===== src/common/tpf_pkg.sv =====
`default_nettype none
package tpf_pkg;
	// fixed tunnel payload size and its byte index
	localparam int PAY_BYTES = 16;
	localparam int PAY_W = 4;
	localparam logic [PAY_W-1:0] PAY_LAST = 4'hF;
	// payload pointer, top bit set means no header starts here
	localparam logic [4:0] PTR_NONE = 5'h10;
	// error-correction group of four tunnel packets
	localparam int GRP_W = 2;
	localparam int NSLOT = 4;
	localparam logic [GRP_W-1:0] SLOT_LAST = 2'h3;
	localparam logic [15:0] GRP_LEN = 16'h0004;
	localparam logic [15:0] SEQ_STEP = 16'h0001;
	localparam logic [15:0] SEQ_RST = 16'h0000;
	// outer streams (one per rf channel at most)
	localparam int NOS = 2;
	// inner header byte positions (ipv4, 20-byte header assumed)
	localparam logic [15:0] IPLEN_HI = 16'h0002;
	localparam logic [15:0] IPLEN_LO = 16'h0003;
	localparam logic [15:0] DPORT_HI = 16'h0016;
	localparam logic [15:0] DPORT_LO = 16'h0017;
	// inner port ranges of the two groups in single-stream bonding
	localparam logic [15:0] G0_PORT_LO = 16'h7530;
	localparam logic [15:0] G0_PORT_HI = 16'h7572;
	localparam logic [15:0] G1_PORT_LO = 16'h7594;
	localparam logic [15:0] G1_PORT_HI = 16'h75D6;
	// number of error-correction streams
	localparam logic [1:0] FEC_NONE = 2'h0;
	localparam logic [1:0] FEC_ONE = 2'h1;
	localparam logic [1:0] FEC_TWO = 2'h2;
	typedef enum logic [1:0] {
		ST_TUNNEL = 2'h0,
		ST_FEC_A  = 2'h1,
		ST_FEC_B  = 2'h2
	} tpf_stream_t;
	typedef enum logic [1:0] {
		PIPE_PREAMBLE = 2'h0,
		PIPE_TIMING   = 2'h1,
		PIPE_BASEBAND = 2'h2,
		PIPE_SECURITY = 2'h3
	} tpf_pipe_t;
endpackage
`default_nettype wire


===== src/common/tpf_link_if.sv =====
`default_nettype none
interface tpf_link_if;
	logic                valid;
	logic                ready;
	logic                hdr;
	tpf_pkg::tpf_stream_t stream;
	logic                ostream;
	logic [15:0]         seq;
	logic [4:0]          ptr;
	logic [7:0]          data;
	// gateway end drives packets
	modport gw (
		output valid, hdr, stream, ostream, seq, ptr, data,
		input  ready
	);
	// consumer end takes them
	modport rx (
		input  valid, hdr, stream, ostream, seq, ptr, data,
		output ready
	);
endinterface
`default_nettype wire


===== src/rtl/tpf_consumer.sv =====
`default_nettype none
module tpf_consumer (
	// clock and reset
	input  wire logic       clk,
	input  wire logic       srst,
	// outer link
	tpf_link_if.rx          link,
	// setup, same as the gateway
	input  wire logic       bonded_channel_count_select,
	input  wire logic [1:0] fec_count,
	// rebuilt inner packets
	output logic            out_valid,
	input  wire logic       out_ready,
	output logic            out_first,
	output logic            out_last,
	output logic [7:0]      out_data,
	output logic            out_rf,
	output logic            out_port_err
);
	typedef enum logic [1:0] {
		R_HDR   = 2'h0,
		R_BODY  = 2'h1,
		R_DRAIN = 2'h2
	} tpf_rstate_t;

	localparam int GM_N = tpf_pkg::NOS * tpf_pkg::NSLOT * tpf_pkg::PAY_BYTES;
	localparam int AC_N = tpf_pkg::NOS * tpf_pkg::PAY_BYTES;
	localparam int SL_N = tpf_pkg::NOS * tpf_pkg::NSLOT;

	tpf_rstate_t          state_reg, state_next;
	logic [7:0]           gmem_reg [GM_N];
	logic [7:0]           gmem_next [GM_N];
	logic [7:0]           acc_e_reg [AC_N];
	logic [7:0]           acc_e_next [AC_N];
	logic [7:0]           acc_o_reg [AC_N];
	logic [7:0]           acc_o_next [AC_N];
	logic [4:0]           gptr_reg [SL_N];
	logic [4:0]           gptr_next [SL_N];
	logic [SL_N-1:0]      pres_reg, pres_next;
	logic [tpf_pkg::NOS-1:0] open_reg, open_next;
	logic [tpf_pkg::NOS-1:0] fga_reg, fga_next;
	logic [tpf_pkg::NOS-1:0] fgb_reg, fgb_next;
	logic [13:0]          grp_reg [tpf_pkg::NOS];
	logic [13:0]          grp_next [tpf_pkg::NOS];
	logic [tpf_pkg::NOS-1:0] sync_reg, sync_next;
	logic [15:0]          cnt_reg [tpf_pkg::NOS];
	logic [15:0]          cnt_next [tpf_pkg::NOS];
	logic [15:0]          len_reg [tpf_pkg::NOS];
	logic [15:0]          len_next [tpf_pkg::NOS];
	logic [15:0]          port_reg [tpf_pkg::NOS];
	logic [15:0]          port_next [tpf_pkg::NOS];
	logic                 cur_os_reg, cur_os_next;
	tpf_pkg::tpf_stream_t cur_st_reg, cur_st_next;
	logic [1:0]           cur_slot_reg, cur_slot_next;
	logic [3:0]           cur_b_reg, cur_b_next;
	logic                 keep_reg, keep_next;
	logic [1:0]           dr_slot_reg, dr_slot_next;
	logic                 ov_reg, ov_next, of_reg, of_next, ol_reg, ol_next;
	logic [7:0]           od_reg, od_next;
	logic                 orf_reg, orf_next, oerr_reg, oerr_next;
	logic [2:0]           hs, ds;
	logic [3:0]           pv;
	logic [1:0]           m_e, m_o;
	logic                 rec_ok, avail, start, last, step, in_g0, in_g1;
	logic [7:0]           rec_val, dbyte;
	logic [4:0]           dptr, ai;
	logic [15:0]          idx, lenv, portv;

	assign out_valid = ov_reg;
	assign out_first = of_reg;
	assign out_last = ol_reg;
	assign out_data = od_reg;
	assign out_rf = orf_reg;
	assign out_port_err = oerr_reg;

	// loss bookkeeping and recovery of the slot being drained
	assign hs = {link.ostream, link.seq[1:0]};
	assign ds = {cur_os_reg, dr_slot_reg};
	assign ai = {cur_os_reg, cur_b_reg};
	assign pv = cur_os_reg ? pres_reg[7:4] : pres_reg[3:0];
	assign m_e = {1'b0, ~pv[0]} + {1'b0, ~pv[2]};
	assign m_o = {1'b0, ~pv[1]} + {1'b0, ~pv[3]};
	always_comb begin
		rec_ok = 1'b0;
		rec_val = acc_e_reg[ai] ^ acc_o_reg[ai];
		if (fga_reg[cur_os_reg] && fgb_reg[cur_os_reg]) begin
			rec_ok = dr_slot_reg[0] ? (m_o == 2'h1) : (m_e == 2'h1);
			rec_val = dr_slot_reg[0] ? acc_o_reg[ai] : acc_e_reg[ai];
		end else if (fga_reg[cur_os_reg]) begin
			rec_ok = (m_e + m_o == 2'h1);
		end else if (fgb_reg[cur_os_reg]) begin
			rec_ok = dr_slot_reg[0] && (m_o == 2'h1) && (m_e == 2'h0);
			rec_val = acc_o_reg[ai];
		end
		rec_ok = rec_ok && !pv[dr_slot_reg];
	end

	// intake, group close, in-order drain and inner reframing
	always_comb begin
		state_next = state_reg;
		gmem_next = gmem_reg;
		acc_e_next = acc_e_reg;
		acc_o_next = acc_o_reg;
		gptr_next = gptr_reg;
		pres_next = pres_reg;
		open_next = open_reg;
		fga_next = fga_reg;
		fgb_next = fgb_reg;
		grp_next = grp_reg;
		sync_next = sync_reg;
		cnt_next = cnt_reg;
		len_next = len_reg;
		port_next = port_reg;
		cur_os_next = cur_os_reg;
		cur_st_next = cur_st_reg;
		cur_slot_next = cur_slot_reg;
		cur_b_next = cur_b_reg;
		keep_next = keep_reg;
		dr_slot_next = dr_slot_reg;
		ov_next = ov_reg && !out_ready;
		of_next = of_reg;
		ol_next = ol_reg;
		od_next = od_reg;
		orf_next = orf_reg;
		oerr_next = oerr_reg;
		link.ready = 1'b0;
		avail = pv[dr_slot_reg] || rec_ok;
		dbyte = pv[dr_slot_reg] ?
			gmem_reg[{ds, cur_b_reg}] : rec_val;
		dptr = pv[dr_slot_reg] ? gptr_reg[ds] : tpf_pkg::PTR_NONE;
		start = ({1'b0, cur_b_reg} == dptr) ||
			(sync_reg[cur_os_reg] && cnt_reg[cur_os_reg] == 16'h0000);
		idx = start ? 16'h0000 : cnt_reg[cur_os_reg];
		lenv = (idx == tpf_pkg::IPLEN_LO) ?
			{len_reg[cur_os_reg][15:8], dbyte} : len_reg[cur_os_reg];
		portv = (idx == tpf_pkg::DPORT_LO) ?
			{port_reg[cur_os_reg][15:8], dbyte} : port_reg[cur_os_reg];
		last = (idx >= tpf_pkg::IPLEN_LO) && (idx + 16'h0001 == lenv);
		in_g0 = portv >= tpf_pkg::G0_PORT_LO && portv <= tpf_pkg::G0_PORT_HI;
		in_g1 = portv >= tpf_pkg::G1_PORT_LO && portv <= tpf_pkg::G1_PORT_HI;
		step = 1'b0;
		case (state_reg)
			R_HDR: begin
				link.ready = 1'b1;
				if (link.valid && link.hdr) begin
					// a newer tunnel group on this outer stream flushes the old first
					if (link.stream == tpf_pkg::ST_TUNNEL &&
						open_reg[link.ostream] &&
						link.seq[15:2] != grp_reg[link.ostream]) begin
						link.ready = 1'b0;
						cur_os_next = link.ostream;
						dr_slot_next = '0;
						cur_b_next = '0;
						state_next = R_DRAIN;
					end else begin
						cur_os_next = link.ostream;
						cur_slot_next = link.seq[1:0];
						cur_st_next = link.stream;
						cur_b_next = '0;
						state_next = R_BODY;
						keep_next = 1'b0;
						if (link.stream == tpf_pkg::ST_TUNNEL) begin
							open_next[link.ostream] = 1'b1;
							grp_next[link.ostream] = link.seq[15:2];
							if (!pres_reg[hs]) begin
								keep_next = 1'b1;
								pres_next[hs] = 1'b1;
								gptr_next[hs] = link.ptr;
							end
						end else begin
							keep_next = open_reg[link.ostream] &&
								link.seq[15:2] == grp_reg[link.ostream] &&
								(link.stream == tpf_pkg::ST_FEC_A ?
								fec_count != tpf_pkg::FEC_NONE :
								fec_count == tpf_pkg::FEC_TWO);
						end
					end
				end
			end
			R_BODY: begin
				link.ready = 1'b1;
				if (link.valid) begin
					if (keep_reg) begin
						case (cur_st_reg)
							tpf_pkg::ST_TUNNEL: begin
								gmem_next[{cur_os_reg, cur_slot_reg, cur_b_reg}] =
									link.data;
								if (cur_slot_reg[0]) begin
									acc_o_next[ai] = acc_o_reg[ai] ^ link.data;
								end else begin
									acc_e_next[ai] = acc_e_reg[ai] ^ link.data;
								end
							end
							tpf_pkg::ST_FEC_A: begin
								acc_e_next[ai] = acc_e_reg[ai] ^ link.data;
							end
							default: begin
								acc_e_next[ai] = acc_e_reg[ai] ^ link.data;
								acc_o_next[ai] = acc_o_reg[ai] ^ link.data;
							end
						endcase
					end
					if (cur_b_reg == tpf_pkg::PAY_LAST) begin
						cur_b_next = '0;
						dr_slot_next = '0;
						state_next = R_HDR;
						if (keep_reg) begin
							if (cur_st_reg == tpf_pkg::ST_FEC_A) begin
								fga_next[cur_os_reg] = 1'b1;
							end
							if (cur_st_reg == tpf_pkg::ST_FEC_B) begin
								fgb_next[cur_os_reg] = 1'b1;
							end
							if ((cur_st_reg == tpf_pkg::ST_TUNNEL &&
								cur_slot_reg == tpf_pkg::SLOT_LAST &&
								fec_count == tpf_pkg::FEC_NONE) ||
								(cur_st_reg == tpf_pkg::ST_FEC_A &&
								fec_count == tpf_pkg::FEC_ONE) ||
								cur_st_reg == tpf_pkg::ST_FEC_B) begin
								state_next = R_DRAIN;
							end
						end
					end else begin
						cur_b_next = cur_b_reg + 1'b1;
					end
				end
			end
			R_DRAIN: begin
				if (!ov_reg || out_ready) begin
					if (!avail) begin
						// unrecoverable: drop the partial, wait for pointer
						sync_next[cur_os_reg] = 1'b0;
						cnt_next[cur_os_reg] = 16'h0000;
						step = 1'b1;
					end else begin
						// bytes ahead of the pointer continue an old packet
						if (start || sync_reg[cur_os_reg]) begin
							ov_next = 1'b1;
							od_next = dbyte;
							of_next = (idx == 16'h0000);
							ol_next = last;
							// outer stream shown on each beat, port group on the last in shared mode: two outer streams
							// may interleave their packets at group edges
							orf_next = cur_os_reg;
							sync_next[cur_os_reg] = 1'b1;
							if (idx == tpf_pkg::IPLEN_HI) begin
								len_next[cur_os_reg] = {dbyte, 8'h00};
							end
							if (idx == tpf_pkg::IPLEN_LO) begin
								len_next[cur_os_reg] = lenv;
							end
							if (idx == tpf_pkg::DPORT_HI) begin
								port_next[cur_os_reg] = {dbyte, 8'h00};
							end
							if (idx == tpf_pkg::DPORT_LO) begin
								port_next[cur_os_reg] = portv;
							end
							cnt_next[cur_os_reg] = last ? 16'h0000 :
								idx + 16'h0001;
							if (last) begin
								orf_next = bonded_channel_count_select ?
									in_g1 : cur_os_reg;
								oerr_next = bonded_channel_count_select &&
									!in_g0 && !in_g1;
							end
						end
						if (cur_b_reg == tpf_pkg::PAY_LAST) begin
							step = 1'b1;
						end else begin
							cur_b_next = cur_b_reg + 1'b1;
						end
					end
					if (step) begin
						cur_b_next = '0;
						if (dr_slot_reg == tpf_pkg::SLOT_LAST) begin
							// group done: free its slots and parity
							for (int i = 0; i < tpf_pkg::NSLOT; i++) begin
								pres_next[{cur_os_reg, i[1:0]}] = 1'b0;
							end
							for (int j = 0; j < tpf_pkg::PAY_BYTES; j++) begin
								acc_e_next[{cur_os_reg, j[3:0]}] = 8'h00;
								acc_o_next[{cur_os_reg, j[3:0]}] = 8'h00;
							end
							fga_next[cur_os_reg] = 1'b0;
							fgb_next[cur_os_reg] = 1'b0;
							open_next[cur_os_reg] = 1'b0;
							state_next = R_HDR;
						end else begin
							dr_slot_next = dr_slot_reg + 1'b1;
						end
					end
				end
			end
			default: begin
				state_next = R_HDR;
			end
		endcase
	end

	// state registers
	always_ff @(posedge clk) begin
		if (srst) begin
			state_reg <= R_HDR;
			gmem_reg <= '{default: 8'h00};
			acc_e_reg <= '{default: 8'h00};
			acc_o_reg <= '{default: 8'h00};
			gptr_reg <= '{default: tpf_pkg::PTR_NONE};
			pres_reg <= '0;
			open_reg <= '0;
			fga_reg <= '0;
			fgb_reg <= '0;
			grp_reg <= '{default: 14'h0000};
			sync_reg <= '0;
			cnt_reg <= '{default: 16'h0000};
			len_reg <= '{default: 16'h0000};
			port_reg <= '{default: 16'h0000};
			cur_os_reg <= 1'b0;
			cur_st_reg <= tpf_pkg::ST_TUNNEL;
			cur_slot_reg <= '0;
			cur_b_reg <= '0;
			keep_reg <= 1'b0;
			dr_slot_reg <= '0;
			ov_reg <= 1'b0;
			of_reg <= 1'b0;
			ol_reg <= 1'b0;
			od_reg <= 8'h00;
			orf_reg <= 1'b0;
			oerr_reg <= 1'b0;
		end else begin
			state_reg <= state_next;
			gmem_reg <= gmem_next;
			acc_e_reg <= acc_e_next;
			acc_o_reg <= acc_o_next;
			gptr_reg <= gptr_next;
			pres_reg <= pres_next;
			open_reg <= open_next;
			fga_reg <= fga_next;
			fgb_reg <= fgb_next;
			grp_reg <= grp_next;
			sync_reg <= sync_next;
			cnt_reg <= cnt_next;
			len_reg <= len_next;
			port_reg <= port_next;
			cur_os_reg <= cur_os_next;
			cur_st_reg <= cur_st_next;
			cur_slot_reg <= cur_slot_next;
			cur_b_reg <= cur_b_next;
			keep_reg <= keep_next;
			dr_slot_reg <= dr_slot_next;
			ov_reg <= ov_next;
			of_reg <= of_next;
			ol_reg <= ol_next;
			od_reg <= od_next;
			orf_reg <= orf_next;
			oerr_reg <= oerr_next;
		end
	end
endmodule
`default_nettype wire


===== src/flat_wrapper.sv =====
// flat-port wrapper written by rule: the top's interface ports become plain ports
module tpf_consumer_flat 
  (clk, srst, bonded_channel_count_select, fec_count, out_valid, out_ready, out_first, out_last, out_data, out_rf, out_port_err, link_valid, link_hdr, link_stream, link_ostream, link_seq, link_ptr, link_data, link_ready);
  tpf_link_if link_i ();
  input  wire logic clk;
  input  wire logic srst;
  input  wire logic bonded_channel_count_select;
  input  wire logic [1:0] fec_count;
  output logic out_valid;
  input  wire logic out_ready;
  output logic out_first;
  output logic out_last;
  output logic [7:0] out_data;
  output logic out_rf;
  output logic out_port_err;
  input wire logic [$bits(link_i.valid)-1:0] link_valid;
  input wire logic [$bits(link_i.hdr)-1:0] link_hdr;
  input wire logic [$bits(link_i.stream)-1:0] link_stream;
  input wire logic [$bits(link_i.ostream)-1:0] link_ostream;
  input wire logic [$bits(link_i.seq)-1:0] link_seq;
  input wire logic [$bits(link_i.ptr)-1:0] link_ptr;
  input wire logic [$bits(link_i.data)-1:0] link_data;
  output wire logic [$bits(link_i.ready)-1:0] link_ready;
  assign link_i.valid = link_valid;
  assign link_i.hdr = link_hdr;
  assign link_i.stream = link_stream;
  assign link_i.ostream = link_ostream;
  assign link_i.seq = link_seq;
  assign link_i.ptr = link_ptr;
  assign link_i.data = link_data;
  assign link_ready = link_i.ready;
  tpf_consumer u_core (.clk(clk), .srst(srst), .link(link_i), .bonded_channel_count_select(bonded_channel_count_select), .fec_count(fec_count), .out_valid(out_valid), .out_ready(out_ready), .out_first(out_first), .out_last(out_last), .out_data(out_data), .out_rf(out_rf), .out_port_err(out_port_err));
endmodule

===== config.mk =====
export PLATFORM = sky130hd
export DESIGN_NAME = tpf_consumer_flat
export DESIGN_NICKNAME = d
export VERILOG_FILES = /design/src/common/tpf_pkg.sv /design/src/common/tpf_link_if.sv /design/src/rtl/tpf_consumer.sv /design/src/flat_wrapper.sv
export SDC_FILE = /design/constraint.sdc
export NUM_CORES = 2
export LEC_CHECK = 0
export ABC_CLOCK_PERIOD_IN_PS = 11400
export BUFFER_PORTS_ARGS = -buffer_cell sky130_fd_sc_hd__buf_4
export CELL_PAD_IN_SITES_DETAIL_PLACEMENT = 0
export CELL_PAD_IN_SITES_GLOBAL_PLACEMENT = 1
export CORE_ASPECT_RATIO = 0.6
export CORE_UTILIZATION = 50
export CTS_BUF_LIST = sky130_fd_sc_hd__clkbuf_4
export CTS_CLUSTER_DIAMETER = 150
export DETAILED_ROUTE_END_ITERATION = 8
export MAX_ROUTING_LAYER = met4
export PLACE_DENSITY = 0.89
export SLEW_MARGIN = 20
export SYNTH_ARGS = -nofsm -noshare
export SYNTH_HDL_FRONTEND = slang
export SYNTH_SLANG_ARGS = --single-unit

===== constraint.sdc =====
create_clock -name clk -period 11.4 [get_ports clk]
set_clock_uncertainty 0.05 [all_clocks]
set_input_delay 2.28 -clock clk [delete_from_list [all_inputs] [get_ports clk]]
set_output_delay 2.28 -clock clk [all_outputs]
set_load 0.05 [all_outputs]

======== Word level (Yosys, flattened, before mapping) ========
Index checks and enable logic that the tools add are counted.
cells by class
  add/sub/neg operators ................... 6
  $lt $le $gt $ge ......................... 64
  equal/unequal tests ..................... 41
  muxes and demuxes ....................... 222
  bitwise operators ....................... 100
  reductions and logical operators ........ 86
operators with widths
  operator              count
  $and A256 B256 Y256   32
  $not A256 Y256        16
  $mux W256             13
  $pmux W256 S2         3
  $bwmux W1024          1
  $demux W8 S5          17
  $bwmux W256           2
  $mux W32              14
  $mux W8               38
  $mux W16              12
  $bwmux W32            5
  $ge A6 B6 Y1 const B  17
  $lt A6 B1 Y1 const B  17
  $not A5 Y6            17
  $bmux W8 S5           2
  $mux W2               38
  $bmux W8 S7           1
  $demux W8 S7          1
  $mux W14              4
  $logic_and A1 B1 Y1   47
  $bwmux W40            1
  $reduce_and A8 Y1     5
  $mux W1               36
  $and A32 B32 Y32      1
  75 further kinds      179
word-level totals
  register bits ........................... 1,743
  bits of input ports ..................... 40
  output and inout bits ................... 14
  word-level logic and storage cells ...... 745

======== Longest topological paths before layout ========
  depth after elaboration ................. 26
  depth in mapped cells ................... 30
  mapped depth without buffers ............ 20

======== Worst setup path before layout ========
No wires, ideal clock.
  path kind ............................... input to output
  from .................................... input link_ostream
  to ...................................... output link_ready
  data arrival time ....................... 3.989 ns
  path slack .............................. 5.081 ns
  stages .................................. 9
  path through ............................ clkbuf_1 -> buf_2 -> mux2i_1 -> xnor2_1 -> nor4_1 -> nand4_1 -> nand3_1 -> o21ai_0 -> nand2b_1
on the way
  word-level cells in the longest chain between the ends .. 9
  elaborated cells between the ends (all ways) .. 12
  those cells by class .................... eq/ne (1); mux (8); bitwise (1); reduce/logical (2)
ends and longest elaborated chain
  what                                         RTL line             text
  start, declared                              flat_wrapper.sv:19   input wire logic [$bits(link_i.ostream)-1:0] link_ostream;
  $not A1 Y2 (implied by the code)             tpf_consumer.sv:149  link.seq[15:2] != grp_reg[link.ostream]) begin
  $mux W14 (implied by the code) (3 in a row)  tpf_consumer.sv:149
  $ne A14 B14 Y1                               tpf_consumer.sv:149
  $logic_and A1 B1 Y1 (*)                      tpf_consumer.sv:148  open_reg[link.ostream] &&
  $mux W1 (*)                                  tpf_consumer.sv:147  if (link.stream == tpf_pkg::ST_TUNNEL &&
  $mux W1 (*)                                  tpf_consumer.sv:145  if (link.valid && link.hdr) begin
  $pmux W1 S2 (*)                              tpf_consumer.sv:142  case (state_reg)
  end, declared                                flat_wrapper.sv:23   output wire logic [$bits(link_i.ready)-1:0] link_ready;
Mark *: on every way between the ends. The rest lies on a longest branch, timed or not. The select of a mux whose other input is x is not followed.

======== Worst setup path in the final report ========
  from .................................... register u_core.cur_os_reg
  to ...................................... register u_core.cnt_reg[6] (netlist bit)
on the way
  word-level cells in the longest chain between the ends .. 16
  elaborated cells between the ends (all ways) .. 84
  those cells by class .................... add/sub (4); order compare (3); eq/ne (7); mux (45); bitwise (11); reduce/logical (14)
ends and longest elaborated chain
  what                                                      RTL line             text
  start, declared                                           tpf_consumer.sv:52   logic cur_os_reg, cur_os_next;
  start signal, assigned                                    tpf_consumer.sv:344  cur_os_reg <= cur_os_next;
  branches (longest 16 deep; another with $add A16 B1 Y16)  n/a
  end signal, assigned                                      tpf_consumer.sv:341  cnt_reg <= cnt_next;
  end, declared                                             tpf_consumer.sv:46   logic [15:0] cnt_reg [tpf_pkg::NOS];
Parallel ways; which one is timed is not known. The select of a mux whose other input is x is not followed.
A chain may end at the register's enable or synchronous reset.

==> parameters.txt <==
Parameter                              Value

Run status
  Run status    completed

Timing
  Slew at the pin closest to its max-slew limit    1.31 ns
  Slack of the critical path    3.71 ns
  Number of slew-limit violations in the final report    0
  Setup repair after global routing missed its margin    no
  Final-report setup violation count    0
  F_max    0.130 GHz
  Setup tns final    0 ns
  Share of the cycle needed by the critical path after routing    67.4%
  Worst rel slew slack    12.7%
  Count of final hold-check violations    0
  Final worst path period need    7.69 ns

Finish
  Post-Route Utilization    54.2%
  Share of post-route cells with drive strength above 1    12.4%
  Layout-stage area growth over the synthesis result    7.43%
  Total number of nets in the final design    9491
  Flip-flop count of the largest register after layout    1024
  Non-filler cells in the finished layout    11800

Clocking
  Clock-pin slew on the worst setup and hold paths    0.07 ns
  Insertion delay of the later-clocked pin in the worst-skew pair    1.32 ns
  Buffers inserted during post-CTS setup optimization    0
  Post-CTS sizing    0
  Max Root-Sink Buffers    4
  Number of clock sinks    1743
  Root buffer cell    sky130_fd_sc_hd__clkbuf_4
  CTS tree    yes
  H-tree levels    5
  Hold Buf Count CTS    0
  Number of buffers inserted during clock tree synthesis    413

Setup path
  Crit path cell chain    mux2i_1 > a21oi_1 > a21boi_4 > a211oi_2 > a31oi_1 > buf_4 > nand2_1 > inv_1 > ha_1 > inv_1 > nor2_1 > nand4_1 > xnor2_1 > a311oi_1 > xnor2_1 > a211o_1 > a2111oi_4 > nand4_4 > nor2_4 > nor3_2 > buf_4 > a32o_1
  Crit-path max cell delay    0.84 ns
  Slowest cell on crit path    sky130_fd_sc_hd__dfxtp_4
  CP endpoint kind    register
  Critical path start-end classification    register to register
  Kind of cell with the highest combined delay on the critical path    compound AO/OA/AOI/OAI gates
  Required time at the worst-slack endpoint    12.43 ns
  Critical Path Source Type    register
  Data arrival time at the worst-slack endpoint    8.72 ns
  Buffers and inverters on the worst path    4
  Maximum fanout count along the critical path    50

Floorplan
  Die Span X    518 um
  Die Y    312 um
  Core outline area    158000 um2
  Num rows    113
  IO Count    54
  Area of the die    161000 um2
  Initial core utilization    50.4%

Run
  Max-Cap Viols    0

Place
  Global placer's final weighted congestion    1.04
  Number of buffer cells added on primary ports    53
  HPWL after detailed placement    204000 um
  Pre-CTS worst setup slack    4.19 ns
  Cells after DPL    11100

Yosys
  Synth top cells by count    sky130_fd_sc_hd__dfxtp_1 (1743), sky130_fd_sc_hd__nand2_1 (1355), sky130_fd_sc_hd__a21oi_1 (1208)
  Area fraction of the dominant cell type after synthesis    43.7%
  Syn Std Cell Area    79900 um2
  Post-synthesis sequential area ratio    43.7%
  Most used standard cell by instance count after synthesis    sky130_fd_sc_hd__dfxtp_1
  Cell types with the largest area share after synthesis    sky130_fd_sc_hd__dfxtp_1 (44%), sky130_fd_sc_hd__a21oi_1 (7.6%), sky130_fd_sc_hd__o21ai_0 (7.0%)
  #FFs+latches synth    1743
  Post-Syn Nets    9762
  Post-synth ARST share    0%
  Post-synth EDFFs    0
  Area leader, netlist    sky130_fd_sc_hd__dfxtp_1
  Number of distinct library cells after synthesis    104
  Post-synthesis cell count    9706
  Synth warn    0
  Mean instance size in the synthesized netlist    8.23 um2
  Main flop type after synthesis    sky130_fd_sc_hd__dfxtp_1

Route
  Drt total wl    331000 um
  Vias per cell    6.80
  Antenna Violating Nets Remaining    0
  Pre-antenna DRT Iters    9
  Violation count after the first detailed-route iteration    14500
  Remaining design rule violation count    0
  Wire length per cell after detailed routing    28.0 um
  Via count of the routed design    80400

Global routing
  GR Util All Layers    40.3%
  Initial antenna violation count    10
  Vias in the first global route    73400
  Maximum number of pins on one net before global-route repair    217
  Wire length of the first global-routing pass    484000 um
  Grt total ovfl    0

Power and ir drop
  Int Power    8.83 mW
  Peak supply drop    0.0891 mV
  Switching power summed over all nets    3.77 mW
  Switching share of power    29.9%
  Lkg Pwr    27.8 nW
  Gate power share    10.8%
  Power per cell area    147 nW/um2
  Part of the power in registers    48.8%
  Clock network fraction of design power    40.3%

Hold path
  Type of the worst min-delay path    register to register
-- cell families after synthesis --
group / after synthesis / share of synthesized area, %
AO/OA/AOI/OAI: 3624 / 27.5
AND/OR/NAND/NOR: 2689 / 13.8
flip-flops: 1743 / 43.7
buffers and inverters: 977 / 5.36
multiplexers: 598 / 8.79
XOR/XNOR: 59 / 0.656
adder cells (fa/ha/maj): 16 / 0.250
-- metrics by stage --
step / cell area [um2] / hold slack (ns) / total power [mW]
6_report: 85900 / 0.405 / 12.6
3_5_place_dp: 80900 / 0.396 / 7.55
2_1_floorplan: 79900 / 0.380 / 7.02
3_3_place_gp: 80900 / 0.389 / 7.54
5_1_grt: 85800 / 0.421 / 12.9
4_1_cts: 85800 / 0.406 / 12.5
-- final cells by class --
class	instances	area [um2]
fillers	14600	72600
flip-flops and latches	1743	34900
diodes	16	40.0
clock buffers	579	4350
clock inverters	84	508
well taps	2127	2660
repair buffers	257	2190
multi-input cells	6986	41100
inverters	34	135
-- tightest hold or removal path, cell delays in order, from the launching register on --
cell	delay [ns]
sky130_fd_sc_hd__dfxtp_1	0.31
sky130_fd_sc_hd__nand2_1	0.05
sky130_fd_sc_hd__a21oi_1	0.05
-- routing by layer --
layer  track usage, %  wire, um
met5                -         0
met4             14.2     12100
met3             18.1     58700
met2             50.3    125000
met1             55.8    135000
-- path summary, 6_finish.rpt --
| check | start | to | slack [ns] | cells past startpoint |
|---|---|---|---|---|
| max | u_core.cur_os_reg | u_core.cnt_reg[6] | 3.71 | 22 |
| min reg2reg | u_core.grp_reg[8] | u_core.grp_reg[8] | 0.41 | 2 |
| max reg2reg | u_core.cur_os_reg | u_core.cnt_reg[6] | 3.71 | 22 |
| min | u_core.grp_reg[8] | u_core.grp_reg[8] | 0.41 | 2 |
-- cell usage in the layout (no fill, tap or decap), types with 18 or more instances in the layout --
cell type and instances:
sky130_fd_sc_hd__a21oi_1 1205, sky130_fd_sc_hd__a31oi_1 34, sky130_fd_sc_hd__o21ai_0 1117, sky130_fd_sc_hd__nand3b_1 18, sky130_fd_sc_hd__dfxtp_1 1737, sky130_fd_sc_hd__a211oi_1 28, sky130_fd_sc_hd__a22oi_1 624, sky130_fd_sc_hd__nor2_1 955
sky130_fd_sc_hd__buf_4 231, sky130_fd_sc_hd__nor3_1 54, sky130_fd_sc_hd__mux2_2 147, sky130_fd_sc_hd__nand3_1 64, sky130_fd_sc_hd__and3_1 24, sky130_fd_sc_hd__nand2_1 1336, sky130_fd_sc_hd__mux2_1 30, sky130_fd_sc_hd__mux4_2 64
sky130_fd_sc_hd__a221oi_1 146, sky130_fd_sc_hd__o2bb2ai_1 44, sky130_fd_sc_hd__and2_1 38, sky130_fd_sc_hd__nand2b_1 26, sky130_fd_sc_hd__mux2i_1 354, sky130_fd_sc_hd__o211ai_1 23, sky130_fd_sc_hd__o221ai_1 40, sky130_fd_sc_hd__inv_1 28
sky130_fd_sc_hd__a221o_1 41, sky130_fd_sc_hd__a22o_1 46, sky130_fd_sc_hd__o21ai_1 71, sky130_fd_sc_hd__clkinv_1 58, sky130_fd_sc_hd__nor2b_1 19, sky130_fd_sc_hd__a211o_1 19, sky130_fd_sc_hd__xnor2_1 37, sky130_fd_sc_hd__nand4_1 28
sky130_fd_sc_hd__clkbuf_4 580
-- power groups by stage --
| stage | combinational, mW | sequential (mW) | clock [mW] |
|---|---|---|---|
| 2_1_floorplan | 0.750 | 6.27 | 0 |
| 3_3_place_gp | 1.25 | 6.29 | 0 |
| 3_5_place_dp | 1.26 | 6.29 | 0 |
| 4_1_cts | 1.27 | 6.15 | 5.05 |
| 5_1_grt | 1.37 | 6.15 | 5.39 |
| 6_report | 1.37 | 6.15 | 5.08 |
(Power assumes the default switching activity.)
